## src/common/dspc_pkg.sv

```systemverilog
package dspc_pkg;

  localparam int DATA_W = 8;
  localparam int ADDR_W = 14;
  localparam int BANK_W = 3;
  localparam int BANKS  = 8;
  localparam int BEATS  = 8;

  // register byte offsets
  localparam logic [7:0] REG_CTRL     = 8'h00;
  localparam logic [7:0] REG_STATUS   = 8'h04;
  localparam logic [7:0] REG_LAST_CMD = 8'h08;
  localparam logic [7:0] REG_MODE0    = 8'h10;
  localparam logic [7:0] REG_MODE3    = 8'h1C;
  localparam logic [7:0] REG_BUF_LO   = 8'h20;
  localparam logic [7:0] REG_BUF_HI   = 8'h24;

  localparam int          CTRL_X8_BIT   = 0;
  localparam logic        CTRL_X8_RESET = 1'b1;
  localparam logic [15:0] MODE_RESET    = 16'h0000;

  // mode_reg fields, command address bits and burst lengths
  localparam int         MR0_BURST_LSB    = 0;
  localparam logic [1:0] MR0_BURST_OTF    = 2'h1;
  localparam logic [1:0] MR0_BURST_CHOP   = 2'h2;
  localparam int         MR1_TERM_OFF_BIT = 2;
  localparam int         MR1_TSTROBE_BIT  = 11;
  localparam int         PRECHARGE_ALL_BIT = 10;
  localparam int         CHOP_SELECT_BIT   = 12;

  localparam logic [3:0] BURST_EIGHT = 4'h8;
  localparam logic [3:0] CHOP_FOUR   = 4'h4;

  typedef enum logic [2:0] {
    CMD_LOAD_MODE = 3'b000,
    CMD_REFRESH   = 3'b001,
    CMD_PRECHARGE = 3'b010,
    CMD_ACTIVATE  = 3'b011,
    CMD_WRITE     = 3'b100,
    CMD_READ      = 3'b101,
    CMD_CALIB     = 3'b110,
    CMD_NOP       = 3'b111
  } dspc_cmd_e;

  typedef enum logic [1:0] {
    PWR_ACTIVE       = 2'b00,
    PWR_PDN_IDLE     = 2'b01,
    PWR_PDN_OPEN     = 2'b10,
    PWR_SELF_REFRESH = 2'b11
  } dspc_pwr_e;

  typedef enum logic [1:0] {
    BST_IDLE  = 2'b00,
    BST_WRITE = 2'b01,
    BST_READ  = 2'b10
  } dspc_bst_e;

  typedef struct packed {
    logic              clk_t;
    logic              clk_c;
    logic              cke;
    logic              cs_n;
    logic              ras_n;
    logic              cas_n;
    logic              we_n;
    logic [BANK_W-1:0] array_sel;
    logic [ADDR_W-1:0] addr;
    logic              term_en;
    logic              rst_n;
    logic              write_mask;
    logic [DATA_W-1:0] data;
    logic              strobe_t;
  } dspc_pins_s;

  localparam int PINS_W = $bits(dspc_pins_s);

endpackage

```

## src/core/dspc_pin_control.sv

```systemverilog
// The placing of the registers and the Wishbone interface to the registers are this design's own decisions.
`timescale 1ns/100ps
`default_nettype none
module dspc_pin_control
  import dspc_pkg::*;
(
  input  wire logic              CLK,
  input  wire logic              RESET,
  input  wire logic              WB_CYC,
  input  wire logic              WB_STB,
  input  wire logic              WB_WE,
  input  wire logic [7:0]        WB_ADR,
  input  wire logic [3:0]        WB_SEL,
  input  wire logic [31:0]       WB_DAT_I,
  output logic      [31:0]       WB_DAT_O,
  output logic                   WB_ACK,
  input  wire logic              INPUT_CLK_PAIR_T,
  input  wire logic              INPUT_CLK_PAIR_C,
  input  wire logic              CLOCK_ENABLE_IN,
  input  wire logic              CHIP_SELECT_N,
  input  wire logic              ROW_STROBE_N,
  input  wire logic              COLUMN_STROBE_N,
  input  wire logic              WRITE_STROBE_N,
  input  wire logic [BANK_W-1:0] ARRAY_SEL,
  input  wire logic [ADDR_W-1:0] ADDR,
  input  wire logic              TERMINATION_ENABLE,
  input  wire logic              RESET_N,
  input  wire logic              WRITE_MASK,
  input  wire logic [DATA_W-1:0] DATA_I,
  output logic      [DATA_W-1:0] DATA_O,
  output logic                   DATA_OE,
  input  wire logic              DATA_STROBE_T_I,
  output logic                   DATA_STROBE_T_O,
  output logic                   DATA_STROBE_C_O,
  output logic                   DATA_STROBE_OE,
  output logic                   INTERNAL_CLK_EN,
  output logic      [DATA_W-1:0] TERM_DATA_ON,
  output logic                   TERM_STROBE_ON,
  output logic                   TERM_MASK_ON,
  output logic                   TERM_STROBE_PAIR_ON
);

  function automatic dspc_cmd_e decode_cmd(input dspc_pins_s s);
    decode_cmd = s.cs_n ? CMD_NOP : dspc_cmd_e'({s.ras_n, s.cas_n, s.we_n});
  endfunction

  function automatic logic [DATA_W-1:0] lane_mask(input logic x8);
    lane_mask = x8 ? {DATA_W{1'b1}} : {{(DATA_W/2){1'b0}}, {(DATA_W/2){1'b1}}};
  endfunction

  dspc_pins_s        pins_raw;
  logic [PINS_W-1:0] lvl_w;
  logic [PINS_W-1:0] rise_w;
  logic [PINS_W-1:0] fall_w;
  dspc_pins_s        p;
  dspc_pins_s        pr;
  dspc_pins_s        pf;

  dspc_pwr_e         pwr_r;
  dspc_bst_e         bst_r;
  dspc_cmd_e         cmd;
  dspc_cmd_e         last_cmd_r;
  logic [7:0]        cmd_count_r;
  logic [BANKS-1:0]  open_r;
  logic [15:0]       mode_reg_r [4];
  logic [DATA_W-1:0] buf_r [BEATS];
  logic [3:0]        beat_r;
  logic [3:0]        len_r;
  logic [3:0]        len_nxt;
  logic              x8_r;
  logic              term_on_r;
  logic              ack_r;
  logic [31:0]       dat_r;
  logic              xing;
  logic              xing_fall;
  logic              dev_rst;
  logic              tstrobe;
  logic              term_off;
  logic              wb_req;
  logic              wb_wr;
  logic              wr_beat;
  logic              mask_eff;

  always_comb
  begin
    pins_raw.clk_t      = INPUT_CLK_PAIR_T;
    pins_raw.clk_c      = INPUT_CLK_PAIR_C;
    pins_raw.cke        = CLOCK_ENABLE_IN;
    pins_raw.cs_n       = CHIP_SELECT_N;
    pins_raw.ras_n      = ROW_STROBE_N;
    pins_raw.cas_n      = COLUMN_STROBE_N;
    pins_raw.we_n       = WRITE_STROBE_N;
    pins_raw.array_sel  = ARRAY_SEL;
    pins_raw.addr       = ADDR;
    pins_raw.term_en    = TERMINATION_ENABLE;
    pins_raw.rst_n      = RESET_N;
    pins_raw.write_mask = WRITE_MASK;
    pins_raw.data       = DATA_I;
    pins_raw.strobe_t   = DATA_STROBE_T_I;
  end

  dspc_sync #(
    .WIDTH (PINS_W)
  ) u_sync (
    .CLK   (CLK),
    .RESET (RESET),
    .d     (pins_raw),
    .lvl   (lvl_w),
    .rise  (rise_w),
    .fall  (fall_w)
  );

  assign p  = dspc_pins_s'(lvl_w);
  assign pr = dspc_pins_s'(rise_w);
  assign pf = dspc_pins_s'(fall_w);

  assign xing      = pr.clk_t & ~p.clk_c;
  assign xing_fall = pf.clk_t & p.clk_c;
  // the pin reset is seen without any link clock edge; the sync stages reset low so the
  // device stays in reset until the pin is seen high
  assign dev_rst   = RESET | ~p.rst_n;
  assign tstrobe   = x8_r & mode_reg_r[1][MR1_TSTROBE_BIT];
  assign term_off  = mode_reg_r[1][MR1_TERM_OFF_BIT];
  assign cmd       = (pwr_r == PWR_ACTIVE && xing && p.cke) ? decode_cmd(p) : CMD_NOP;
  assign wb_req    = WB_CYC & WB_STB & ~ack_r;
  assign wb_wr     = wb_req & WB_WE;
  assign wr_beat   = (bst_r == BST_WRITE) && (pr.strobe_t || pf.strobe_t);
  assign mask_eff  = p.write_mask & ~tstrobe;

  always_comb
  begin
    len_nxt = BURST_EIGHT;
    if (mode_reg_r[0][MR0_BURST_LSB +: 2] == MR0_BURST_OTF)
      len_nxt = p.addr[CHOP_SELECT_BIT] ? BURST_EIGHT : CHOP_FOUR;
    else if (mode_reg_r[0][MR0_BURST_LSB +: 2] == MR0_BURST_CHOP)
      len_nxt = CHOP_FOUR;
  end

  // power state
  always_ff @(posedge CLK)
  begin
    if (dev_rst)
      pwr_r <= PWR_ACTIVE;
    else
    begin
      case (pwr_r)
        PWR_ACTIVE:
        begin
          if (xing && !p.cke)
          begin
            if (decode_cmd(p) == CMD_REFRESH)
              pwr_r <= PWR_SELF_REFRESH;
            else if (|open_r)
              pwr_r <= PWR_PDN_OPEN;
            else
              pwr_r <= PWR_PDN_IDLE;
          end
        end
        PWR_PDN_IDLE, PWR_PDN_OPEN:
        begin
          if (xing && p.cke)
            pwr_r <= PWR_ACTIVE;
        end
        PWR_SELF_REFRESH:
        begin
          // no link clock needed to leave self refresh
          if (p.cke)
            pwr_r <= PWR_ACTIVE;
        end
        default:
          pwr_r <= PWR_ACTIVE;
      endcase
    end
  end

  always_ff @(posedge CLK)
  begin
    if (dev_rst)
      INTERNAL_CLK_EN <= 1'b0;
    else if (xing || pwr_r == PWR_SELF_REFRESH)
      INTERNAL_CLK_EN <= p.cke;
  end

  // bank and mode register bookkeeping
  always_ff @(posedge CLK)
  begin
    if (dev_rst)
    begin
      open_r        <= '0;
      last_cmd_r    <= CMD_NOP;
      cmd_count_r   <= 8'h00;
      for (int i = 0; i < 4; i++)
        mode_reg_r[i] <= MODE_RESET;
    end
    else if (cmd != CMD_NOP)
    begin
      last_cmd_r  <= cmd;
      cmd_count_r <= cmd_count_r + 8'h01;
      case (cmd)
        CMD_ACTIVATE:
          open_r[p.array_sel] <= 1'b1;
        CMD_PRECHARGE:
        begin
          if (p.addr[PRECHARGE_ALL_BIT])
            open_r <= '0;
          else
            open_r[p.array_sel] <= 1'b0;
        end
        CMD_LOAD_MODE:
        begin
          if (!p.array_sel[2])
            mode_reg_r[p.array_sel[1:0]] <= {{(16-ADDR_W){1'b0}}, p.addr};
        end
        default:
          open_r <= open_r;
      endcase
    end
  end

  // burst engine: no read or write latency is modelled, beats start right after the command
  always_ff @(posedge CLK)
  begin
    if (dev_rst)
    begin
      bst_r           <= BST_IDLE;
      beat_r          <= 4'h0;
      len_r           <= BURST_EIGHT;
      DATA_O          <= '0;
      DATA_OE         <= 1'b0;
      DATA_STROBE_T_O <= 1'b0;
      DATA_STROBE_C_O <= 1'b1;
      DATA_STROBE_OE  <= 1'b0;
    end
    else
    begin
      case (bst_r)
        BST_IDLE:
        begin
          if (cmd == CMD_WRITE || cmd == CMD_READ)
          begin
            bst_r  <= (cmd == CMD_WRITE) ? BST_WRITE : BST_READ;
            beat_r <= 4'h0;
            len_r  <= len_nxt;
          end
        end
        BST_WRITE:
        begin
          if (wr_beat)
          begin
            beat_r <= beat_r + 4'h1;
            if (beat_r == len_r - 4'h1)
              bst_r <= BST_IDLE;
          end
        end
        BST_READ:
        begin
          if (xing || xing_fall)
          begin
            if (beat_r == len_r)
            begin
              bst_r          <= BST_IDLE;
              DATA_OE        <= 1'b0;
              DATA_STROBE_OE <= 1'b0;
            end
            else
            begin
              // data and strobe change together on each crossing
              DATA_O          <= buf_r[beat_r[2:0]] & lane_mask(x8_r);
              DATA_OE         <= 1'b1;
              DATA_STROBE_T_O <= xing;
              DATA_STROBE_C_O <= ~xing;
              DATA_STROBE_OE  <= 1'b1;
              beat_r          <= beat_r + 4'h1;
            end
          end
        end
        default:
          bst_r <= BST_IDLE;
      endcase
    end
  end

  // burst buffer: link writes beat software writes in the same cycle
  always_ff @(posedge CLK)
  begin
    if (RESET)
    begin
      for (int i = 0; i < BEATS; i++)
        buf_r[i] <= '0;
    end
    else if (wr_beat && !dev_rst)
    begin
      if (!mask_eff)
        buf_r[beat_r[2:0]] <= (p.data & lane_mask(x8_r)) | (buf_r[beat_r[2:0]] & ~lane_mask(x8_r));
    end
    else if (wb_wr && (WB_ADR == REG_BUF_LO || WB_ADR == REG_BUF_HI))
    begin
      for (int i = 0; i < 4; i++)
        if (WB_SEL[i])
          buf_r[{WB_ADR[2], 2'(i)}] <= WB_DAT_I[8*i +: 8];
    end
  end

  // termination
  always_ff @(posedge CLK)
  begin
    if (dev_rst)
      term_on_r <= 1'b0;
    else if (pwr_r == PWR_SELF_REFRESH)
      term_on_r <= 1'b0;
    else if (xing)
      term_on_r <= p.term_en & ~term_off;
  end

  always_ff @(posedge CLK)
  begin
    if (RESET)
    begin
      TERM_DATA_ON        <= '0;
      TERM_STROBE_ON      <= 1'b0;
      TERM_MASK_ON        <= 1'b0;
      TERM_STROBE_PAIR_ON <= 1'b0;
    end
    else
    begin
      TERM_DATA_ON        <= term_on_r ? lane_mask(x8_r) : '0;
      TERM_STROBE_ON      <= term_on_r;
      TERM_MASK_ON        <= term_on_r & ~tstrobe;
      TERM_STROBE_PAIR_ON <= term_on_r & tstrobe;
    end
  end

  // wishbone slave: ack one cycle after the request, unmapped reads return zero
  always_ff @(posedge CLK)
  begin
    if (RESET)
    begin
      ack_r <= 1'b0;
      dat_r <= 32'h0000_0000;
      x8_r  <= CTRL_X8_RESET;
    end
    else
    begin
      ack_r <= wb_req;
      if (wb_wr && WB_ADR == REG_CTRL && WB_SEL[0])
        x8_r <= WB_DAT_I[CTRL_X8_BIT];
      if (wb_req)
      begin
        dat_r <= 32'h0000_0000;
        if (WB_ADR == REG_CTRL)
          dat_r[CTRL_X8_BIT] <= x8_r;
        else if (WB_ADR == REG_STATUS)
          dat_r[15:0] <= {open_r, 3'h0, tstrobe, term_on_r, INTERNAL_CLK_EN, pwr_r};
        else if (WB_ADR == REG_LAST_CMD)
          dat_r[15:0] <= {cmd_count_r, 5'h00, last_cmd_r};
        else if (WB_ADR >= REG_MODE0 && WB_ADR <= REG_MODE3 && WB_ADR[1:0] == 2'h0)
          dat_r[15:0] <= mode_reg_r[WB_ADR[3:2]];
        else if (WB_ADR == REG_BUF_LO || WB_ADR == REG_BUF_HI)
          dat_r <= {buf_r[{WB_ADR[2], 2'h3}], buf_r[{WB_ADR[2], 2'h2}],
                    buf_r[{WB_ADR[2], 2'h1}], buf_r[{WB_ADR[2], 2'h0}]};
      end
    end
  end

  assign WB_ACK   = ack_r;
  assign WB_DAT_O = dat_r;

endmodule
`default_nettype wire

```

## src/core/dspc_sync.sv

```systemverilog
`timescale 1ns/100ps
`default_nettype none
module dspc_sync #(
  parameter int WIDTH = 1
) (
  input  wire logic             CLK,
  input  wire logic             RESET,
  input  wire logic [WIDTH-1:0] d,
  output logic      [WIDTH-1:0] lvl,
  output logic      [WIDTH-1:0] rise,
  output logic      [WIDTH-1:0] fall
);

  logic [WIDTH-1:0] meta_r;
  logic [WIDTH-1:0] stable_r;
  logic [WIDTH-1:0] prev_r;

  // meta_r feeds stable_r only; edges come from the later two stages
  always_ff @(posedge CLK)
  begin
    if (RESET)
    begin
      meta_r   <= '0;
      stable_r <= '0;
      prev_r   <= '0;
    end
    else
    begin
      meta_r   <= d;
      stable_r <= meta_r;
      prev_r   <= stable_r;
    end
  end

  assign lvl  = stable_r;
  assign rise = stable_r & ~prev_r;
  assign fall = ~stable_r & prev_r;

endmodule
`default_nettype wire

```

## config.mk

```make
export PLATFORM = sky130hd
export DESIGN_NAME = dspc_pin_control
export DESIGN_NICKNAME = d
export VERILOG_FILES = /design/src/common/dspc_pkg.sv /design/src/core/dspc_pin_control.sv /design/src/core/dspc_sync.sv
export SDC_FILE = /design/constraint.sdc
export NUM_CORES = 1
export LEC_CHECK = 0
export ABC_AREA = 1
export BUFFER_PORTS_ARGS = -buffer_cell sky130_fd_sc_hd__buf_2
export CORE_MARGIN = 5
export CORE_UTILIZATION = 60
export CTS_CLUSTER_DIAMETER = 100
export CTS_CLUSTER_SIZE = 12
export DETAILED_ROUTE_END_ITERATION = 7
export PLACE_DENSITY = 0.81
export SKIP_LAST_GASP = 1
export SYNTH_ARGS = -nofsm -noshare
export SYNTH_HDL_FRONTEND = slang
export SYNTH_SLANG_ARGS = --single-unit
export TNS_END_PERCENT = 50
```

## constraint.sdc

```tcl
create_clock -name CLK -period 7.1 [get_ports CLK]
set_clock_uncertainty 0.1 [all_clocks]
set_input_delay 1.065 -clock CLK [delete_from_list [all_inputs] [get_ports CLK]]
set_output_delay 1.065 -clock CLK [all_outputs]
set_load 0.03 [all_outputs]
```

**Word-level counts from Yosys, hierarchy flattened**

Memory sizes are Yosys's and may differ from the RTL's. A register that Yosys moved wholly into a read port is not among the register bits.
Cells that the tools add are included.

- Equality and inequality tests: 28
- Bitwise gates (word level): 31
- Multiplexer cells: 91
- Reduce and logical (&&, ||, !) cells: 43
- $lt $le $gt $ge: 4
- Add/sub/neg operators: 3

Operators with widths:

| operator | number |
|---|---|
| two-way mux 16 bit | 6 |
| bitwise AND 36 bit | 2 |
| NOT 36 bit | 2 |
| two-way mux 8 bit | 7 |
| OR reduction 8 bit | 6 |
| two-way mux 1 bit | 42 |
| bitwise AND 8 bit | 4 |
| two-way mux 32 bit | 1 |
| two-way mux 31 bit | 1 |
| two-way mux 4 bit | 7 |
| two-way mux 3 bit | 9 |
| two-way mux 2 bit | 12 |
| equality test 8 x 6 -> 1 bit (second input constant) | 2 |
| NOT 8 bit | 2 |
| bitwise OR 8 bit | 2 |
| one-hot mux 8 bit (2 select lines) | 1 |
| two-way mux 14 bit | 1 |
| OR reduction 14 bit | 1 |
| logical AND 1 bit | 12 |
| inequality test 2 bit (second input constant) | 6 |
| one-hot mux 2 bit (3 select lines) | 2 |
| one-hot mux 4 bit (3 select lines) | 1 |
| bitwise AND 1 bit | 10 |
| AND reduction 5 bit | 2 |
| 30 further kinds | 59 |

- Logic and storage cells: 225
- Output and inout bits: 57
- Memories kept: 2
- RAM bits: 120
- Input bits: 85
- Bits in registers: 197

Memory list:

| memory | depth | width | read ports | clocked after Yosys merged registers in | wr ports | RTL line | text |
|---|---|---|---|---|---|---|---|
| buf_r | 8 | 8 | 5 | 1 | 8 | dspc_pin_control.sv:66 | `logic [DATA_W-1:0] buf_r [BEATS];` |
| mode_reg_r | 4 | 14 | 3 | 0 | 4 | dspc_pin_control.sv:65 | `logic [15:0] mode_reg_r [4];` |

**Logic depth before layout (Yosys ltp)**

- Depth in word-level cells: 13
- Mapped depth: 12
- Gate-level depth less buffers: 12

**Cells and area by module**

A second synthesis with hierarchy kept.

- Cells, all modules: 1796
- Area, all modules: 14388.8 sq um

By module, submodules not included:

| module | area an instance (sq um) | seq. area each (sq um) | cells an instance | times used |
|---|---|---|---|---|
| dspc_pin_control | 10925.5 | 5285.1 | 1352 | 1 |
| dspc_sync | 3463.3 | 2162.1 | 444 | 1 |

**Worst setup path before layout**

OpenSTA, ideal clock, no wires.

- Kind: input to register
- Start point: input port RESET
- End point: memory mode_reg_r[2][0] in the netlist's numbering, enable pin
- Path buffers: 2
- Arrival time: 2767 ps
- Setup slack: 3828 ps
- Required time: 6596 ps
- Stages on the path: 7
- Library setup time: 404 ps
- Path through: buf_4 > inv_4 > nand2_2 > clkinv_1 > nand2_2 > buf_6 > o21ai_0

RTL lines:

| item | RTL line | text |
|---|---|---|
| start: declaration | dspc_pin_control.sv:8 | `input wire logic RESET,` |
| end: declaration | dspc_pin_control.sv:65 |  |

==> results.py <==
metrics = {
    "global_routing": {
        "grt_pass1_vias": 10356,
        "grt_pass1_wl_mm": 55.6,
        "grt_overflow": 0,
        "grt_max_degree": 80,
        "grt_usage": 0.289,
        "antenna_found_initial": 0,
    },
    "synth": {
        "synthFlopType": "dfxtp_1",
        "syn-cell-area_um2": 12700,
        "synth_edf_count": 120,
        "ys_types": 45,
        "synth_largest_area_cell": "edfxtp_1",
        "synth_nets": 1693,
        "ys_warn_count": 0,
        "netlist_instances": 1599,
        "async_reset_ff_frac": 0,
        "synth.top_cells.by_area": "edfxtp_1 28%, dfxtp_1 25%, nand2_1 9.4%, nor2_1 8.0%, nand3_1 5.5%",
        "ys_seq_elements": 278,
        "synth_top_area_frac": 0.283,
        "syn_area_per_cell_um2": 7.97,
        "yosysSeqAreaShare": 0.531,
    },
    "die": {
        "initial_utilization": 0.608,
        "die_y_um": 156,
        "core_um2": 21000,
        "dieArea_um2": 24200,
        "std_cell_rows": 53,
        "die_width_um": 156,
        "num_io_pins": 142,
    },
    "clocking": {
        "cts_setup_buffers": 0,
        "cts.sinks": 278,
        "cts_tree": "yes",
        "numCtsBuffers": 27,
        "cts.repair.resized": 0,
        "root_buffer": "clkbuf_16",
        "htreeDepth": 1,
        "clkSlewWorstSetupHoldPaths_ns": 0.06,
        "cts_hold_buffers": 0,
        "clockBufferDepth": 3,
        "clk_latency_ns": 0.54,
    },
    "timing": {
        "finalCriticalPeriod_ns": 3.72,
        "drv_slew": 0,
        "hold_violations": 0,
        "whs_ns": 0.297,
        "finalSetupViolCount": 0,
        "setup_tns_ns": 0,
        "rsz0062_at_grt": "no",
        "fmax_mhz": 269,
        "period_share": 0.524,
        "worst_pin_slew_ns": 1.09,
        "relSlewSlack": 0.273,
    },
    "setup_path": {
        "path_delay_family": "buffers and inverters",
        "critPathCaptureType": "flop",
        "r2r_cells": 9,
        "arrival_ns": 3.85,
        "worst_path_largest_cell_delay_ns": 0.81,
        "crit_path_frequent_cell": "buf_4",
        "worstPathRequired_ns": 7.23,
        "cp-start-kind": "input port",
        "r2r_slack_ns": 3.79,
        "worstSetupPathType": "input port to flop",
        "crit_chain": "buf_4 > inv_4 > nand2_2 > clkinv_1 > buf_4 > nand2_2 > o21ai_0 > buf_4",
        "cp_slowest_cell": "o21ai_0",
        "cp_num_buf_inv": 5,
        "critical_path_depth": 8,
        "path_max_fanout": 39,
    },
    "outcome": {
        "outcome": "completed",
    },
    "min_path": {
        "hp-class": "flop to flop",
        "min_path_cells": 2,
    },
    "routing": {
        "drtIter0Drc": 1642,
        "drt_first_pass_iters": 6,
        "routedWlPerCell_um": 18.0,
        "via_count": 11420,
        "postRouteAntennaNets": 0,
        "drc": 0,
        "wl_mm": 35.8,
        "routed_via_density": 5.74,
    },
    "placed_design": {
        "gp_congestion": 0.957,
        "dp_hpwl_mm": 26.3,
        "placed_area_um2": 13500,
        "portBuffers": 141,
    },
    "finish": {
        "design_area_um2": 14200,
        "fillCellCount": 1790,
        "most-common-layout-cells": "318 x nand2_1, 271 x nor2_1, 173 x inv_1",
        "drive_gt1_frac": 0.126,
        "nNetsFinal": 1794,
        "area_delta_synth_final_pct": 11.8,
        "num_antenna_cells": 0,
        "final_common_cell": "nand2_1",
    },
    "pwr": {
        "vdd_drop_max_v": 0.000204,
        "power.density_nw_per_um2": 223,
        "power.leakage_nw": 6.15,
    },
    "job": {
        "max_cap_violations": 0,
    },
}
sequential cells by signal (all words and copies together), names as in the netlist, 2 cells and up, named ones only:
signal,cells
bst_r,2
mode_reg_r,56
WB_DAT_O,32
len_r,2
beat_r,4
cmd_count_r,8
TERM_DATA_ON,2
pwr_r,2
u_sync.lvl,36
DATA_O,8
u_sync.prev_r,2
buf_r,64
open_r,8
u_sync.meta_r,36
last_cmd_r,3
per-stage QoR:
step | std cells | util | setup WS, ns | total power, mW
2_1_floorplan | 1599 | - | 3.83 | 1.85
3_3_place_gp | 1946 | 0.644 | 3.06 | 1.93
3_5_place_dp | 1946 | 0.644 | 2.82 | 1.93
4_1_cts | 1991 | 0.679 | 3.38 | 3.18
5_1_grt | 1991 | 0.679 | 3.10 | 3.28
6_report | 1991 | 0.679 | 3.38 | 3.18
worst paths after layout:
check | from | to
hold / removal | u_sync.meta_r[31] | u_sync.lvl[31]
setup / recovery | RESET | mode_reg_r[2][8]
hold reg to reg | u_sync.meta_r[31] | u_sync.lvl[31]
setup reg to reg | pwr_r[0] | mode_reg_r[2][8]
final cells by class:
cell class,instances,area (µm²),area share
sequential,278,6770,0.475
multi-input combinational,1059,4910,0.345
timing repair buffer,150,776,0.0545
clock buffer,44,739,0.0519
inverter,184,693,0.0487
tap,275,344,0.0242
clock inverter,1,11.3,0.000791
report_power, final:
part           switching, mW  internal (mW)  total, mW
Sequential            0.0232           1.70       1.73
Combinational          0.124         0.0510      0.175
Clock                  0.570          0.705       1.28
logic make-up (layout without fill, tap and decap cells):
group                      count (synthesis)  count (layout)  synth area share
AOI/OAI and AO/OA                        235             235             0.102
muxes                                      2               2           0.00157
DFF                                      278             278             0.531
buffers and inverters                    262             379            0.0846
xor gates and xnor gates                   4               4           0.00275
adders and majority gates                  9               9           0.00884
and+or+nand+nor                          809             809             0.269
worst reg2reg max path, cell delays in order, from the launching register on:
cell     delay (ns)
dfxtp_1        0.31
inv_1          0.17
ha_1           0.23
inv_1          0.09
nor2_4         0.16
nand2_1        0.14
nor3_4         0.28
nand2_2        0.40
o21ai_0        0.81
buf_4          0.32
cell usage after synthesis (3+ instances only):
master / count
dfxtp_1: 158
nand3_1: 139
nor2_1: 272
or2_2: 7
buf_4: 9
nand2_1: 318
xnor2_1: 3
o21ai_0: 89
o21ai_1: 13
inv_2: 4
edfxtp_1: 120
inv_1: 173
buf_1: 11
ha_1: 9
o221ai_1: 3
a21oi_1: 86
o211ai_1: 9
a211oi_1: 3
clkbuf_1: 37
nor2_4: 4
nand4_1: 16
buf_6: 5
nand2_2: 4
nor2_2: 11
nand3b_1: 3
o22ai_1: 22
buf_2: 16
nor3_1: 29
clkinv_1: 6
routing by layer:
metal	GRT usage	up-vias	part of all wire
li1	-	5415	-
met1	0.424	5228	0.41
met2	0.441	689	0.44
met3	0.0621	88	0.13
met4	0.0717	0	0.025
met5	0	-	0
No activity file was read; power rests on OpenSTA's default activity.
